==> src/fsc_pkg.sv <==
// fsc_pkg: shared constants and types for the fieldbus slave command frames
package fsc_pkg;

  // ---------------------------------------------------------------
  // frame layout
  // ---------------------------------------------------------------
  localparam int FRAME_BYTES = 32;
  localparam int IDX_W = 5;
  localparam logic [IDX_W-1:0] LAST_IDX = 5'h1f;
  localparam int B_CODE = 0;
  localparam int B_WDT = 1;
  localparam int B_STAT_LO = 2;
  localparam int B_STAT_HI = 3;
  localparam int B_ARG0 = 4;
  localparam int B_ARG1 = 5;
  localparam int B_ARG2 = 6;
  localparam int B_ARG3 = 7;
  localparam int B_ID0 = 8;
  localparam int ID_BYTES = 8;
  localparam int ID_WORD_BYTES = 4;
  localparam int RSP_KEEP = 16;

  // ---------------------------------------------------------------
  // command codes and identity selectors
  // ---------------------------------------------------------------
  localparam logic [7:0] CMD_IDLE = 8'h00;
  localparam logic [7:0] CMD_ID_READ = 8'h03;
  localparam logic [7:0] CMD_SETUP = 8'h04;
  localparam logic [7:0] CMD_ALARM_READ = 8'h05;
  localparam logic [7:0] CMD_ALARM_CLEAR = 8'h06;
  localparam logic [7:0] CMD_CONNECT = 8'h0e;
  localparam logic [7:0] CMD_LINK_CLOSE = 8'h0f;
  localparam logic [7:0] CMD_IO_EXCHANGE = 8'h20;
  localparam logic [7:0] SEL_VENDOR = 8'h01;
  localparam logic [7:0] SEL_DEVICE = 8'h02;
  localparam int CONNECT_SYNC_BIT = 0;

  // ---------------------------------------------------------------
  // status field and alarm codes
  // ---------------------------------------------------------------
  localparam int ST_DEV_ALM = 0;
  localparam int ST_DEV_WARN = 1;
  localparam int ST_CMD_RDY = 2;
  localparam int ST_CALM_LSB = 8;
  localparam int ST_LALM_LSB = 12;
  localparam logic [3:0] ALM_NONE = 4'h0;
  localparam logic [3:0] CALM_UNSUPPORTED = 4'h1;
  localparam logic [3:0] CALM_PHASE = 4'h2;
  localparam logic [3:0] CALM_ID_INVALID = 4'h9;
  localparam logic [3:0] LALM_WDT = 4'h1;
  localparam logic [3:0] LALM_ADDR = 4'h2;
  localparam logic [7:0] STATION_MIN = 8'h03;
  localparam logic [7:0] STATION_MAX = 8'hef;

  // ---------------------------------------------------------------
  // master register map (byte addresses)
  // ---------------------------------------------------------------
  localparam logic [7:0] REG_CTRL = 8'h00;
  localparam logic [7:0] REG_ARG = 8'h04;
  localparam logic [7:0] REG_STAT = 8'h08;
  localparam logic [7:0] REG_RSP_HDR = 8'h0c;
  localparam logic [7:0] REG_RSP_D0 = 8'h10;
  localparam logic [7:0] REG_RSP_D1 = 8'h14;
  localparam logic [7:0] REG_RSP_D2 = 8'h18;
  localparam int CTRL_GO_BIT = 8;
  localparam int STAT_BUSY_BIT = 0;
  localparam int STAT_DONE_BIT = 1;

  typedef enum logic [2:0] {
    PH_POWER_ON, PH_WAIT, PH_ASYNC, PH_SYNC, PH_HALT
  } fsc_phase_t;

endpackage : fsc_pkg

==> src/fsc_link_if.sv <==
// fsc_link_if: byte-wide frame link between master and slave ends
`timescale 1ns/1ps
interface fsc_link_if (
  input wire logic pclk,
  input wire logic presetn
);
  logic cmd_valid;
  logic cmd_sof;
  logic [7:0] cmd_byte;
  logic rsp_valid;
  logic rsp_sof;
  logic [7:0] rsp_byte;

  modport master (
    input pclk, presetn, rsp_valid, rsp_sof, rsp_byte,
    output cmd_valid, cmd_sof, cmd_byte
  );
  modport slave (
    input pclk, presetn, cmd_valid, cmd_sof, cmd_byte,
    output rsp_valid, rsp_sof, rsp_byte
  );
endinterface : fsc_link_if

==> src/fsc_slave.sv <==
// fsc_slave: slave end that decodes command frames and builds responses
`timescale 1ns/1ps
module fsc_slave #(
  parameter logic [31:0] VENDOR_ID = 32'h0000_00a5, // arbitrary value
  parameter logic [31:0] DEVICE_ID = 32'h0000_5a5a  // arbitrary value
) (
  fsc_link_if.slave link,
  input wire logic [7:0] station_addr,
  input wire logic peer_powered,
  input wire logic dev_alarm,
  input wire logic dev_warn,
  input wire logic [31:0] io_in,
  output fsc_pkg::fsc_phase_t phase,
  output logic [3:0] cmd_alarm,
  output logic [3:0] link_alarm,
  output logic setup_pulse,
  output logic [31:0] setup_data,
  output logic io_pulse,
  output logic [31:0] io_out,
  output logic alarm_clear_pulse
);
  import fsc_pkg::*;

  typedef enum logic [1:0] {S_RX, S_EXEC, S_TX} fsc_sstate_t;

  fsc_sstate_t state_reg;
  fsc_phase_t phase_reg;
  logic [7:0] rx_mem [FRAME_BYTES];
  logic [7:0] tx_mem [FRAME_BYTES];
  logic [IDX_W-1:0] rx_idx_reg;
  logic [IDX_W-1:0] tx_idx_reg;
  logic [IDX_W-1:0] rx_at;
  logic [3:0] calm_reg, calm_next;
  logic [3:0] lalm_reg, lalm_next;
  logic [7:0] wdt_last_reg;
  logic addr_ok_reg;
  logic known, allowed, run, id_ok;
  logic [7:0] code;
  logic [7:0] id_off;
  logic [15:0] id_size;
  logic [31:0] id_word;
  logic [15:0] status;
  fsc_phase_t phase_next;

  // ---------------------------------------------------------------
  // frame reception
  // ---------------------------------------------------------------
  assign rx_at = link.cmd_sof ? '0 : rx_idx_reg;

  always_ff @(posedge link.pclk or negedge link.presetn) begin
    if (!link.presetn) begin
      rx_idx_reg <= '0;
    end else if (state_reg == S_RX && link.cmd_valid) begin
      rx_mem[rx_at] <= link.cmd_byte;
      rx_idx_reg <= rx_at + 5'h01;
    end
  end

  // one frame in, one frame out
  always_ff @(posedge link.pclk or negedge link.presetn) begin
    if (!link.presetn) begin
      state_reg <= S_RX;
      tx_idx_reg <= '0;
    end else begin
      unique case (state_reg)
        S_RX: begin
          if (link.cmd_valid && rx_at == LAST_IDX) begin
            state_reg <= S_EXEC;
          end
        end
        S_EXEC: begin
          state_reg <= S_TX;
          tx_idx_reg <= '0;
        end
        S_TX: begin
          tx_idx_reg <= tx_idx_reg + 5'h01;
          if (tx_idx_reg == LAST_IDX) begin
            state_reg <= S_RX;
          end
        end
      endcase
    end
  end

  // ---------------------------------------------------------------
  // decode and legality
  // ---------------------------------------------------------------
  assign code = rx_mem[B_CODE];
  assign id_off = rx_mem[B_ARG1];
  assign id_size = {rx_mem[B_ARG3], rx_mem[B_ARG2]};
  assign id_word = (rx_mem[B_ARG0] == SEL_VENDOR) ? VENDOR_ID : DEVICE_ID;

  // command classification and alarm updates
  always_comb begin
    known = 1'b0;
    allowed = 1'b0;
    calm_next = calm_reg;
    lalm_next = lalm_reg;
    phase_next = phase_reg;
    unique case (code)
      CMD_IDLE, CMD_ID_READ, CMD_SETUP, CMD_ALARM_READ,
      CMD_ALARM_CLEAR, CMD_CONNECT, CMD_LINK_CLOSE, CMD_IO_EXCHANGE: known = 1'b1;
      default: known = 1'b0;
    endcase
    unique case (phase_reg)
      // wait and halt phases take idle and connect only, power-on takes none
      PH_WAIT, PH_HALT: allowed = (code == CMD_IDLE) || (code == CMD_CONNECT);
      PH_ASYNC: allowed = known && (code != CMD_IO_EXCHANGE) && (code != CMD_CONNECT);
      PH_SYNC: allowed = known && (code != CMD_CONNECT);
      default: allowed = 1'b0;
    endcase
    id_ok = (rx_mem[B_ARG0] == SEL_VENDOR || rx_mem[B_ARG0] == SEL_DEVICE)
      && id_off < 8'(ID_WORD_BYTES) && id_size != 16'h0000
      && id_size <= 16'(ID_WORD_BYTES) - 16'(id_off);
    run = known && allowed;
    // clear first so a fresh error in this frame still lands
    if (run && code == CMD_ALARM_CLEAR) begin
      calm_next = ALM_NONE;
      lalm_next = ALM_NONE;
    end
    // watchdog must step by one while connected
    if ((phase_reg == PH_ASYNC || phase_reg == PH_SYNC)
        && rx_mem[B_WDT] != wdt_last_reg + 8'h01) begin
      lalm_next = LALM_WDT;
    end
    // unsupported or out-of-phase commands are not run
    if (!known) begin
      calm_next = CALM_UNSUPPORTED;
    end else if (!allowed) begin
      calm_next = CALM_PHASE;
    end else if (code == CMD_ID_READ && !id_ok) begin
      calm_next = CALM_ID_INVALID;
    end
    // connect only with a valid station address
    if (run && code == CMD_CONNECT) begin
      if (!addr_ok_reg) begin
        lalm_next = LALM_ADDR;
      end else if (rx_mem[B_ARG0][CONNECT_SYNC_BIT]) begin
        phase_next = PH_SYNC;
      end else begin
        phase_next = PH_ASYNC;
      end
    end
    if (run && code == CMD_LINK_CLOSE) begin
      phase_next = PH_HALT;
    end
  end

  // ---------------------------------------------------------------
  // phase, alarms and strap capture
  // ---------------------------------------------------------------
  // power-on phase, then waiting once the peer is up
  always_ff @(posedge link.pclk or negedge link.presetn) begin
    if (!link.presetn) begin
      phase_reg <= PH_POWER_ON;
    end else if (phase_reg == PH_POWER_ON) begin
      if (peer_powered) begin
        phase_reg <= PH_WAIT;
      end
    end else if (state_reg == S_EXEC) begin
      phase_reg <= phase_next;
    end
  end

  // sticky alarm codes and watchdog history
  always_ff @(posedge link.pclk or negedge link.presetn) begin
    if (!link.presetn) begin
      calm_reg <= ALM_NONE;
      lalm_reg <= ALM_NONE;
      wdt_last_reg <= 8'h00;
    end else if (state_reg == S_EXEC) begin
      calm_reg <= calm_next;
      lalm_reg <= lalm_next;
      wdt_last_reg <= rx_mem[B_WDT];
    end
  end

  // station address checked every cycle after release
  always_ff @(posedge link.pclk or negedge link.presetn) begin
    if (!link.presetn) begin
      addr_ok_reg <= 1'b0;
    end else begin
      addr_ok_reg <= station_addr >= STATION_MIN && station_addr <= STATION_MAX;
    end
  end

  // ---------------------------------------------------------------
  // response build
  // ---------------------------------------------------------------
  assign status = {lalm_next, calm_next, 5'h00, 1'b1, dev_warn, dev_alarm};

  // zeroed payload unless the command fills it
  always_ff @(posedge link.pclk) begin
    if (state_reg == S_EXEC) begin
      for (int i = 0; i < FRAME_BYTES; i++) begin
        tx_mem[i] <= 8'h00;
      end
      tx_mem[B_CODE] <= code;
      tx_mem[B_WDT] <= rx_mem[B_WDT];
      tx_mem[B_STAT_LO] <= status[7:0];
      tx_mem[B_STAT_HI] <= status[15:8];
      if (run && code == CMD_ID_READ) begin
        // echo arguments, data in bytes 8 to 15
        for (int k = B_ARG0; k < B_ID0; k++) begin
          tx_mem[k] <= rx_mem[k];
        end
        for (int k = 0; k < ID_BYTES; k++) begin
          if (id_ok && 16'(k) < id_size) begin
            tx_mem[B_ID0 + k] <= id_word[8'(31 - 8 * (int'(id_off) + k)) -: 8];
          end
        end
      end
      if (run && code == CMD_ALARM_READ) begin
        tx_mem[B_ARG0] <= {4'h0, calm_reg};
        tx_mem[B_ARG1] <= {4'h0, lalm_reg};
        tx_mem[B_ARG2] <= {6'h00, dev_warn, dev_alarm};
      end
      if (run && code == CMD_IO_EXCHANGE) begin
        {tx_mem[B_ARG3], tx_mem[B_ARG2], tx_mem[B_ARG1], tx_mem[B_ARG0]} <= io_in;
      end
    end
  end

  // response stream, one byte a cycle
  always_ff @(posedge link.pclk or negedge link.presetn) begin
    if (!link.presetn) begin
      link.rsp_valid <= 1'b0;
      link.rsp_sof <= 1'b0;
      link.rsp_byte <= 8'h00;
    end else begin
      link.rsp_valid <= state_reg == S_TX;
      link.rsp_sof <= state_reg == S_TX && tx_idx_reg == '0;
      link.rsp_byte <= (state_reg == S_TX) ? tx_mem[tx_idx_reg] : 8'h00;
    end
  end

  // ---------------------------------------------------------------
  // user-side strobes
  // ---------------------------------------------------------------
  // one-cycle strobes for executed setup, io exchange and alarm clear commands
  always_ff @(posedge link.pclk or negedge link.presetn) begin
    if (!link.presetn) begin
      setup_pulse <= 1'b0;
      io_pulse <= 1'b0;
      alarm_clear_pulse <= 1'b0;
      setup_data <= 32'h0000_0000;
      io_out <= 32'h0000_0000;
    end else begin
      setup_pulse <= state_reg == S_EXEC && run && code == CMD_SETUP;
      io_pulse <= state_reg == S_EXEC && run && code == CMD_IO_EXCHANGE;
      alarm_clear_pulse <= state_reg == S_EXEC && run && code == CMD_ALARM_CLEAR;
      if (state_reg == S_EXEC && run && code == CMD_SETUP) begin
        setup_data <= {rx_mem[B_ARG3], rx_mem[B_ARG2], rx_mem[B_ARG1], rx_mem[B_ARG0]};
      end
      if (state_reg == S_EXEC && run && code == CMD_IO_EXCHANGE) begin
        io_out <= {rx_mem[B_ARG3], rx_mem[B_ARG2], rx_mem[B_ARG1], rx_mem[B_ARG0]};
      end
    end
  end

  assign phase = phase_reg;
  assign cmd_alarm = calm_reg;
  assign link_alarm = lalm_reg;

endmodule : fsc_slave

==> src/flat_wrapper.sv <==
// flat-port wrapper written by rule: the top's interface ports become plain ports
module fsc_slave_flat import fsc_pkg::*;
#(
  parameter logic [31:0] VENDOR_ID = 32'h0000_00a5,                   
  parameter logic [31:0] DEVICE_ID = 32'h0000_5a5a                    
)
  (station_addr, peer_powered, dev_alarm, dev_warn, io_in, phase, cmd_alarm, link_alarm, setup_pulse, setup_data, io_pulse, io_out, alarm_clear_pulse, pclk, presetn, link_cmd_valid, link_cmd_sof, link_cmd_byte, link_rsp_valid, link_rsp_sof, link_rsp_byte);
  fsc_link_if link_i (.pclk(pclk), .presetn(presetn));
  input wire logic [7:0] station_addr;
  input wire logic peer_powered;
  input wire logic dev_alarm;
  input wire logic dev_warn;
  input wire logic [31:0] io_in;
  output fsc_pkg::fsc_phase_t phase;
  output logic [3:0] cmd_alarm;
  output logic [3:0] link_alarm;
  output logic setup_pulse;
  output logic [31:0] setup_data;
  output logic io_pulse;
  output logic [31:0] io_out;
  output logic alarm_clear_pulse;
  input wire logic pclk;
  input wire logic presetn;
  input wire logic [$bits(link_i.cmd_valid)-1:0] link_cmd_valid;
  input wire logic [$bits(link_i.cmd_sof)-1:0] link_cmd_sof;
  input wire logic [$bits(link_i.cmd_byte)-1:0] link_cmd_byte;
  output wire logic [$bits(link_i.rsp_valid)-1:0] link_rsp_valid;
  output wire logic [$bits(link_i.rsp_sof)-1:0] link_rsp_sof;
  output wire logic [$bits(link_i.rsp_byte)-1:0] link_rsp_byte;
  assign link_i.cmd_valid = link_cmd_valid;
  assign link_i.cmd_sof = link_cmd_sof;
  assign link_i.cmd_byte = link_cmd_byte;
  assign link_rsp_valid = link_i.rsp_valid;
  assign link_rsp_sof = link_i.rsp_sof;
  assign link_rsp_byte = link_i.rsp_byte;
  fsc_slave #(.VENDOR_ID(VENDOR_ID), .DEVICE_ID(DEVICE_ID)) u_core (.link(link_i), .station_addr(station_addr), .peer_powered(peer_powered), .dev_alarm(dev_alarm), .dev_warn(dev_warn), .io_in(io_in), .phase(phase), .cmd_alarm(cmd_alarm), .link_alarm(link_alarm), .setup_pulse(setup_pulse), .setup_data(setup_data), .io_pulse(io_pulse), .io_out(io_out), .alarm_clear_pulse(alarm_clear_pulse));
endmodule
==> config.mk <==
export PLATFORM = sky130hd
export DESIGN_NAME = fsc_slave_flat
export DESIGN_NICKNAME = d
export VERILOG_FILES = /design/src/fsc_pkg.sv /design/src/fsc_link_if.sv /design/src/fsc_slave.sv /design/src/flat_wrapper.sv
export SDC_FILE = /design/constraint.sdc
export NUM_CORES = 1
export LEC_CHECK = 0
export BUFFER_PORTS_ARGS = -buffer_cell sky130_fd_sc_hd__buf_2
export CORE_MARGIN = 2
export CORE_UTILIZATION = 50
export CTS_BUF_LIST = sky130_fd_sc_hd__clkbuf_8 sky130_fd_sc_hd__clkbuf_16
export DETAILED_ROUTE_END_ITERATION = 12
export PLACE_DENSITY = 0.71
export SETUP_SLACK_MARGIN = 0.05
export SLEW_MARGIN = 20
export SYNTH_ARGS = -nofsm -noshare
export SYNTH_HDL_FRONTEND = slang
export SYNTH_SLANG_ARGS = --single-unit
==> constraint.sdc <==
create_clock -name pclk -period 7.3 [get_ports pclk]
set_input_delay 0.365 -clock pclk [delete_from_list [all_inputs] [get_ports pclk]]
set_output_delay 0.365 -clock pclk [all_outputs]
set_load 0.01 [all_outputs]
==> results of run 1 <==
[synth_stat cells, types with 11 or more instances]
cell type / instances / area share, %
edfxtp_1: 122 / 33
dfrtp_1: 109 / 25
mux2_2: 70 / 7.2
ha_1: 46 / 5.3
nand2_1: 42 / 1.4
o21ai_0: 30 / 1.4
xnor2_1: 28 / 2.2
inv_1: 26 / 0.89
a21oi_1: 24 / 1.1
a22o_1: 23 / 1.8
clkbuf_1: 22 / 0.75
nor2_1: 22 / 0.75
nor3_1: 18 / 0.82
nand3_1: 16 / 0.73
mux2i_1: 15 / 1.4
mux4_2: 14 / 2.9
buf_2: 12 / 0.55
xor2_1: 11 / 0.88
[worst paths after layout]
check	slack (ps)	depth (start not counted)	endpoint	from
min	40	2	u_core.phase[1]	peer_powered
min in group asynchronous	410	2	u_core.link.rsp_byte[2]	presetn
max reg2reg	2960	12	u_core.tx_mem[190]	u_core.rx_mem[5][2]
max	2960	12	u_core.tx_mem[190]	u_core.rx_mem[5][2]
min reg2reg	480	0	u_core.tx_mem[254]	u_core.rx_mem[0][6]
max in group asynchronous	5570	3	u_core.io_out[30]	presetn
[logic make-up (layout without fill, tap and decap cells)]
family	Yosys count	after routing	synth area share [%]
other cells	1	2	0.0343
simple gates	193	193	10.1
buf+inv	65	219	2.47
mux	105	105	12.1
flops	231	231	58.4
xor+xnor	39	39	3.12
compound gates	125	125	8.47
fa+ha+maj	46	46	5.26
[per-stage QoR]
step / setup slack (ps) / hold WS (ps)
after floorplan: 3570 / 69.4
after global placement: 3170 / 406
after detailed placement: 3020 / 415
after CTS: 3020 / 25.2
after global routing: 2550 / 45.3
final: 2960 / 37.7
[routing by layer]
layer  up-vias  global-route usage [%]  wire length (um)
li1       3315                       -                 -
met4         0                    7.43               779
met3        44                    4.39              2090
met2       283                    37.1             12700
met1      3638                    34.1             11700
met5         -                       0                 0
[critical path: cells and delay by family, from the launching register on]
family / cells / cell delay (ps)
flip-flops: 1 / 690
AO/OA/AOI/OAI: 3 / 410
buffers and inverters: 1 / 310
AND/OR/NAND/NOR: 6 / 2110
adder cells (fa/ha/maj): 2 / 630
[power by group]
part	switching, mW	internal, mW
Sequential	0.0115	1.38
Clock	0.516	0.775
Combinational	0.0419	0.0230
[cell type report]
type | count | area [um^2]
Fill cell | 1731 | 8860
Sequential cell | 231 | 6390
Multi-Input combinational cell | 510 | 4300
Timing Repair Buffer | 148 | 761
Clock buffer | 28 | 678
Tap cell | 280 | 350
Clock inverter | 16 | 171
Inverter | 27 | 101
[repair_timing]
item	4_1_cts	5_1_grt
hold buffers	1	0
buffers inserted	0	0
endpoints found under the hold margin	39	0
==> impl_metrics.tcl, run 1 <==
set metrics [dict create \
    status "finished, final reports clean" \
    synth_area_per_cell_um2 13.6 \
    initial_utilization_pct 50.6 \
    io_buffers 142 \
    clk_pin_slew_ps 70 \
    ant_nets 0 \
    cts_resized 0 \
    regMostFlops "u_core.tx_mem" \
    ys_warn_count 0 \
    dr.pass1.iters 5 \
    skew_ps 15.6 \
    grt_remaining_overflow 0 \
    synth_flop_cell "edfxtp_1" \
    cts_root_buf "clkbuf_16" \
    cts_buffers 24 \
    first_iter_violations 682 \
    cp_slowest_cell "nor3_1" \
    chipHeight_um 152 \
    cts_max_level 1 \
    worstSetupPathType "reg -> reg" \
    powerDensity_nw_per_um2 215 \
    grtUsageTotal_pct 23.7 \
    max_stage_delay_ps 700 \
    rsz0062_at_grt "no" \
    coreArea_um2 21600 \
    fin_util_pct 59.0 \
    worstPathRequired_ps 7610 \
    slew_headroom_pct 29.2 \
    ys_ff_latch 231 \
    synth_edf_count 122 \
    finalInstanceArea_um2 12800 \
    mostFrequentLayoutCells "buf_2, edfxtp_1, dfrtp_1, mux2_2, ha_1" \
    p_total_mw 2.74 \
    diodes 0 \
    reg.largest.list "u_core.tx_mem: 74 flops, u_core.rx_mem: 48 flops" \
    die-area_um2 23100 \
    cp_cell_sequence "inv_1 -> ha_1 -> a21oi_1 -> or3_1 -> nor3_1 -> ha_1 -> nand4_1 -> nor2_1 -> a22oi_1 -> a31oi_1 -> nand2b_1 -> nor4_1" \
    grt_pass1_wl_um 42800 \
    drive_above_1_share_pct 29.8 \
    pin_count 143 \
    drt-total-wl_um 27300 \
    p_leak_nw 5.58 \
    drc 0 \
    fmaxAchievable_mhz 231 \
    dp_hpwl_um 19600 \
    cpMostUsedCell "ha_1" \
    fin_tns_setup_ps 0 \
    fin_crit_sh_pct 59.4 \
    routedWlPerCell_um 22.0 \
    synth_cell_types 73 \
    hold_path_class "in -> reg" \
    grt_max_degree 77 \
    vias_per_cell 5.87 \
    placed_cell_area_um2 11900 \
    clk_latency_ps 520 \
    rows 54 \
    setup_viol 0 \
    layout.cells.non_filler 1240 \
    synthCells 805 \
    syn_area_um2 10900 \
    routed-via-count 7280 \
    antenna_found_initial 0 \
    arrival_ps 4650 \
    slew_viol_final 0 \
    maxCapViolations 0 \
    area_growth_pct 16.6 \
    cp-end-kind "flip-flop" \
    cts.sinks 231 \
    worstMarginPinSlew_ps 1050 \
    cts_tree "built" \
    first_global_vias 7321 \
    async_flop_share_pct 47.2 \
    hold_viol_final 0 \
    max-vdd-ir-drop_mv 0.165 \
    largest_reg_flops 74 \
    die_w_um 152 \
    placedCellCount 1195 \
    gp_congestion 0.912 \
    fin_nets 1043 \
    start_kind "flip-flop" \
    worstPathMaxFanout 19 \
    finalCriticalPeriod_ps 4340 \
    final_common_cell "buf_2" \
    yosysSeqAreaShare_pct 58.4 \
    cts_buffer_depth 3 \
]
(Power assumes the default switching activity.)
==> run 2: changes to the inputs <==
--- a/config.mk
+++ b/config.mk
@@ -10,7 +10,7 @@
 export CORE_UTILIZATION = 50
 export CTS_BUF_LIST = sky130_fd_sc_hd__clkbuf_8 sky130_fd_sc_hd__clkbuf_16
 export DETAILED_ROUTE_END_ITERATION = 12
-export PLACE_DENSITY = 0.71
+export PLACE_DENSITY = 0.73
 export SETUP_SLACK_MARGIN = 0.05
 export SLEW_MARGIN = 20
 export SYNTH_ARGS = -nofsm -noshare
==> constraint.sdc (replaced) <==
create_clock -name pclk -period 3.62 [get_ports pclk]
set_input_delay 0.181 -clock pclk [delete_from_list [all_inputs] [get_ports pclk]]
set_output_delay 0.181 -clock pclk [all_outputs]
set_load 0.01 [all_outputs]
==> impl_metrics.tcl, run 2 (synthesis results as in run 1) <==
set metrics [dict create \
    finalInstanceArea_um2 13300 \
    switching_power_mw 1.16 \
    dr.pass1.iters 9 \
    swShare_pct 20.8 \
    maxCapViolations 0 \
    worst_slack_ps 210 \
    regMostFlops "u_core.tx_mem" \
    slew_headroom_pct 37.5 \
    first_iter_violations 740 \
    clk_latency_ps 520 \
    p_int_mw 4.41 \
    crit_buf_inv 1 \
    fin_crit_sh_pct 94.2 \
    reg2reg_depth 11 \
    fin_tns_setup_ps 0 \
    max_stage_delay_ps 420 \
    fin_nets 1096 \
    grtUsageTotal_pct 24.2 \
    start_kind "flip-flop" \
    routedWlPerCell_um 21.8 \
    vias_per_cell 5.81 \
    fmaxAchievable_mhz 293 \
    worstSetupPathType "reg -> reg" \
    cts_setup_buffers 0 \
    cpMostUsedCell "ha_1" \
    clk_pin_slew_ps 70 \
    post-place-ws_ps 76.8 \
    area_growth_pct 21.1 \
    cts.sinks 231 \
    setup_viol 0 \
    cts_max_level 1 \
    r2r-end "u_core.tx_mem[225]" \
    rsz0062_at_grt "yes" \
    fillCellCount 1699 \
    placed_cell_area_um2 12100 \
    cp-end-kind "flip-flop" \
    skew_ps 11.8 \
    cts_root_buf "clkbuf_16" \
    cts_buffer_depth 3 \
    largest_reg_flops 74 \
    grt_remaining_overflow 0 \
    grt_max_degree 56 \
    dp_hpwl_um 20200 \
    reg.largest.list "u_core.tx_mem: 74 flops, u_core.rx_mem: 48 flops" \
    routed-via-count 7516 \
    drive_above_1_share_pct 30.6 \
    p_leak_nw 5.82 \
    rows 54 \
    hold_path_class "in -> reg" \
    pwr-share-seq_pct 50.2 \
    io_buffers 142 \
    pin_count 143 \
    drt-total-wl_um 28200 \
    die-area_um2 23100 \
    cp.depth 11 \
    die_w_um 152 \
    diodes 0 \
    crit_start "u_core.rx_mem[5][3]" \
    final_common_cell "buf_2" \
    first_global_vias 7562 \
    initial_utilization_pct 50.6 \
    path_delay_family "compound AO/OA/AOI/OAI gates" \
    cp_cell_sequence "clkinv_1 -> ha_1 -> a21oi_1 -> or3_1 -> nor3_4 -> ha_1 -> nand4_1 -> a2111o_1 -> a31oi_1 -> o21ai_1 -> a41o_1" \
    clockPowerShare_pct 46.9 \
    slew_viol_final 0 \
    ant_nets 0 \
    layout.cells.non_filler 1293 \
    cp_slowest_cell "a2111o_1" \
    worstPathRequired_ps 3890 \
    antenna_found_initial 1 \
    chipHeight_um 152 \
    worstMarginPinSlew_ps 938 \
    drc 0 \
    powerDensity_nw_per_um2 421 \
    status "finished, final reports clean" \
    rrSetupSlack_ps 210 \
    r2r-start "u_core.rx_mem[5][3]" \
    gp_congestion 0.900 \
    combPwrFrac_pct 2.9 \
    grt_pass1_wl_um 43600 \
    max-vdd-ir-drop_mv 0.323 \
    whs_ps 13.2 \
    finalCriticalPeriod_ps 3410 \
    mostFrequentLayoutCells "buf_2, edfxtp_1, dfrtp_1, mux2_2, ha_1" \
    cts_buffers 25 \
    placedCellCount 1218 \
    hold_viol_final 0 \
    cts_tree "built" \
    endpoint "u_core.tx_mem[225]" \
    arrival_ps 3680 \
    worstPathMaxFanout 8 \
    coreArea_um2 21600 \
]
-- run 2: changes by cell type in the layout (fill, tap and decap cells not counted), sizes merged --
cell,delta
inv,+2
clkinvlp,+1
dlygate4sd3,+29
clkinv,-2
buf,+23
-- run 2: worst reg2reg max path: stages (launching register included) --
cell	delay (ps)
edfxtp_1	380
clkinv_1	170
ha_1	230
a21oi_1	80
or3_1	400
nor3_4	320
ha_1	230
nand4_1	190
a2111o_1	430
a31oi_1	200
o21ai_1	230
a41o_1	310
-- run 2: what timing repair did --
item	in CTS	in global routing
hold buffers	29	1
pin swaps	0	0
gates resized for setup	1	1
cloned	0	0
endpoints found under the hold margin	123	1
endpoints found under the setup margin	2	22
-- run 2: how the worst min path moves through the flow --
stage                    endpoint  slack, ps  startpoint  cells past startpoint
3_5_place_dp   u_core.tx_mem[233]        380    dev_warn                      1
3_3_place_gp   u_core.tx_mem[233]        380    dev_warn                      1
4_1_cts        u_core.tx_mem[194]        0.6   io_in[26]                      2
2_1_floorplan  u_core.addr_ok_reg       -110     presetn                      0
5_1_grt        u_core.tx_mem[222]          7    io_in[6]                      2
6_report       u_core.tx_mem[214]         10   io_in[14]                      2
-- run 2: power groups by stage --
stage	registers [mW]	clock network (mW)	logic (mW)
after global routing	2.80	2.75	0.181
final	2.80	2.61	0.163
after global placement	2.85	0	0.135
after CTS	2.80	2.65	0.163
after floorplan	2.84	0	0.0535
after detailed placement	2.85	0	0.138
-- run 2: area by class of cell --
class	instances	area, um^2	area share, %
multi-input cells	510	4320	32.6
well taps	280	350	2.64
inverters	27	101	0.765
clock buffers	28	678	5.12
repair buffers	200	1240	9.33
flip-flops and latches	231	6390	48.2
clock inverters	17	176	1.33
-- run 2: stage by stage --
step / util [%] / total power, mW
after global routing: 61.3 / 5.73
after detailed placement: 55.9 / 2.99
after floorplan: - / 2.90
after global placement: 55.9 / 2.99
after CTS: 61.2 / 5.61
final: 61.3 / 5.58
-- run 2: metal layers --
metal | GRT usage, % | vias up | routed length [um]
met5 | 0 | - | 13
met4 | 8.14 | 2 | 1020
met3 | 3.91 | 66 | 2090
met2 | 37.6 | 332 | 12900
met1 | 34.9 | 3694 | 12200
li1 | - | 3422 | -
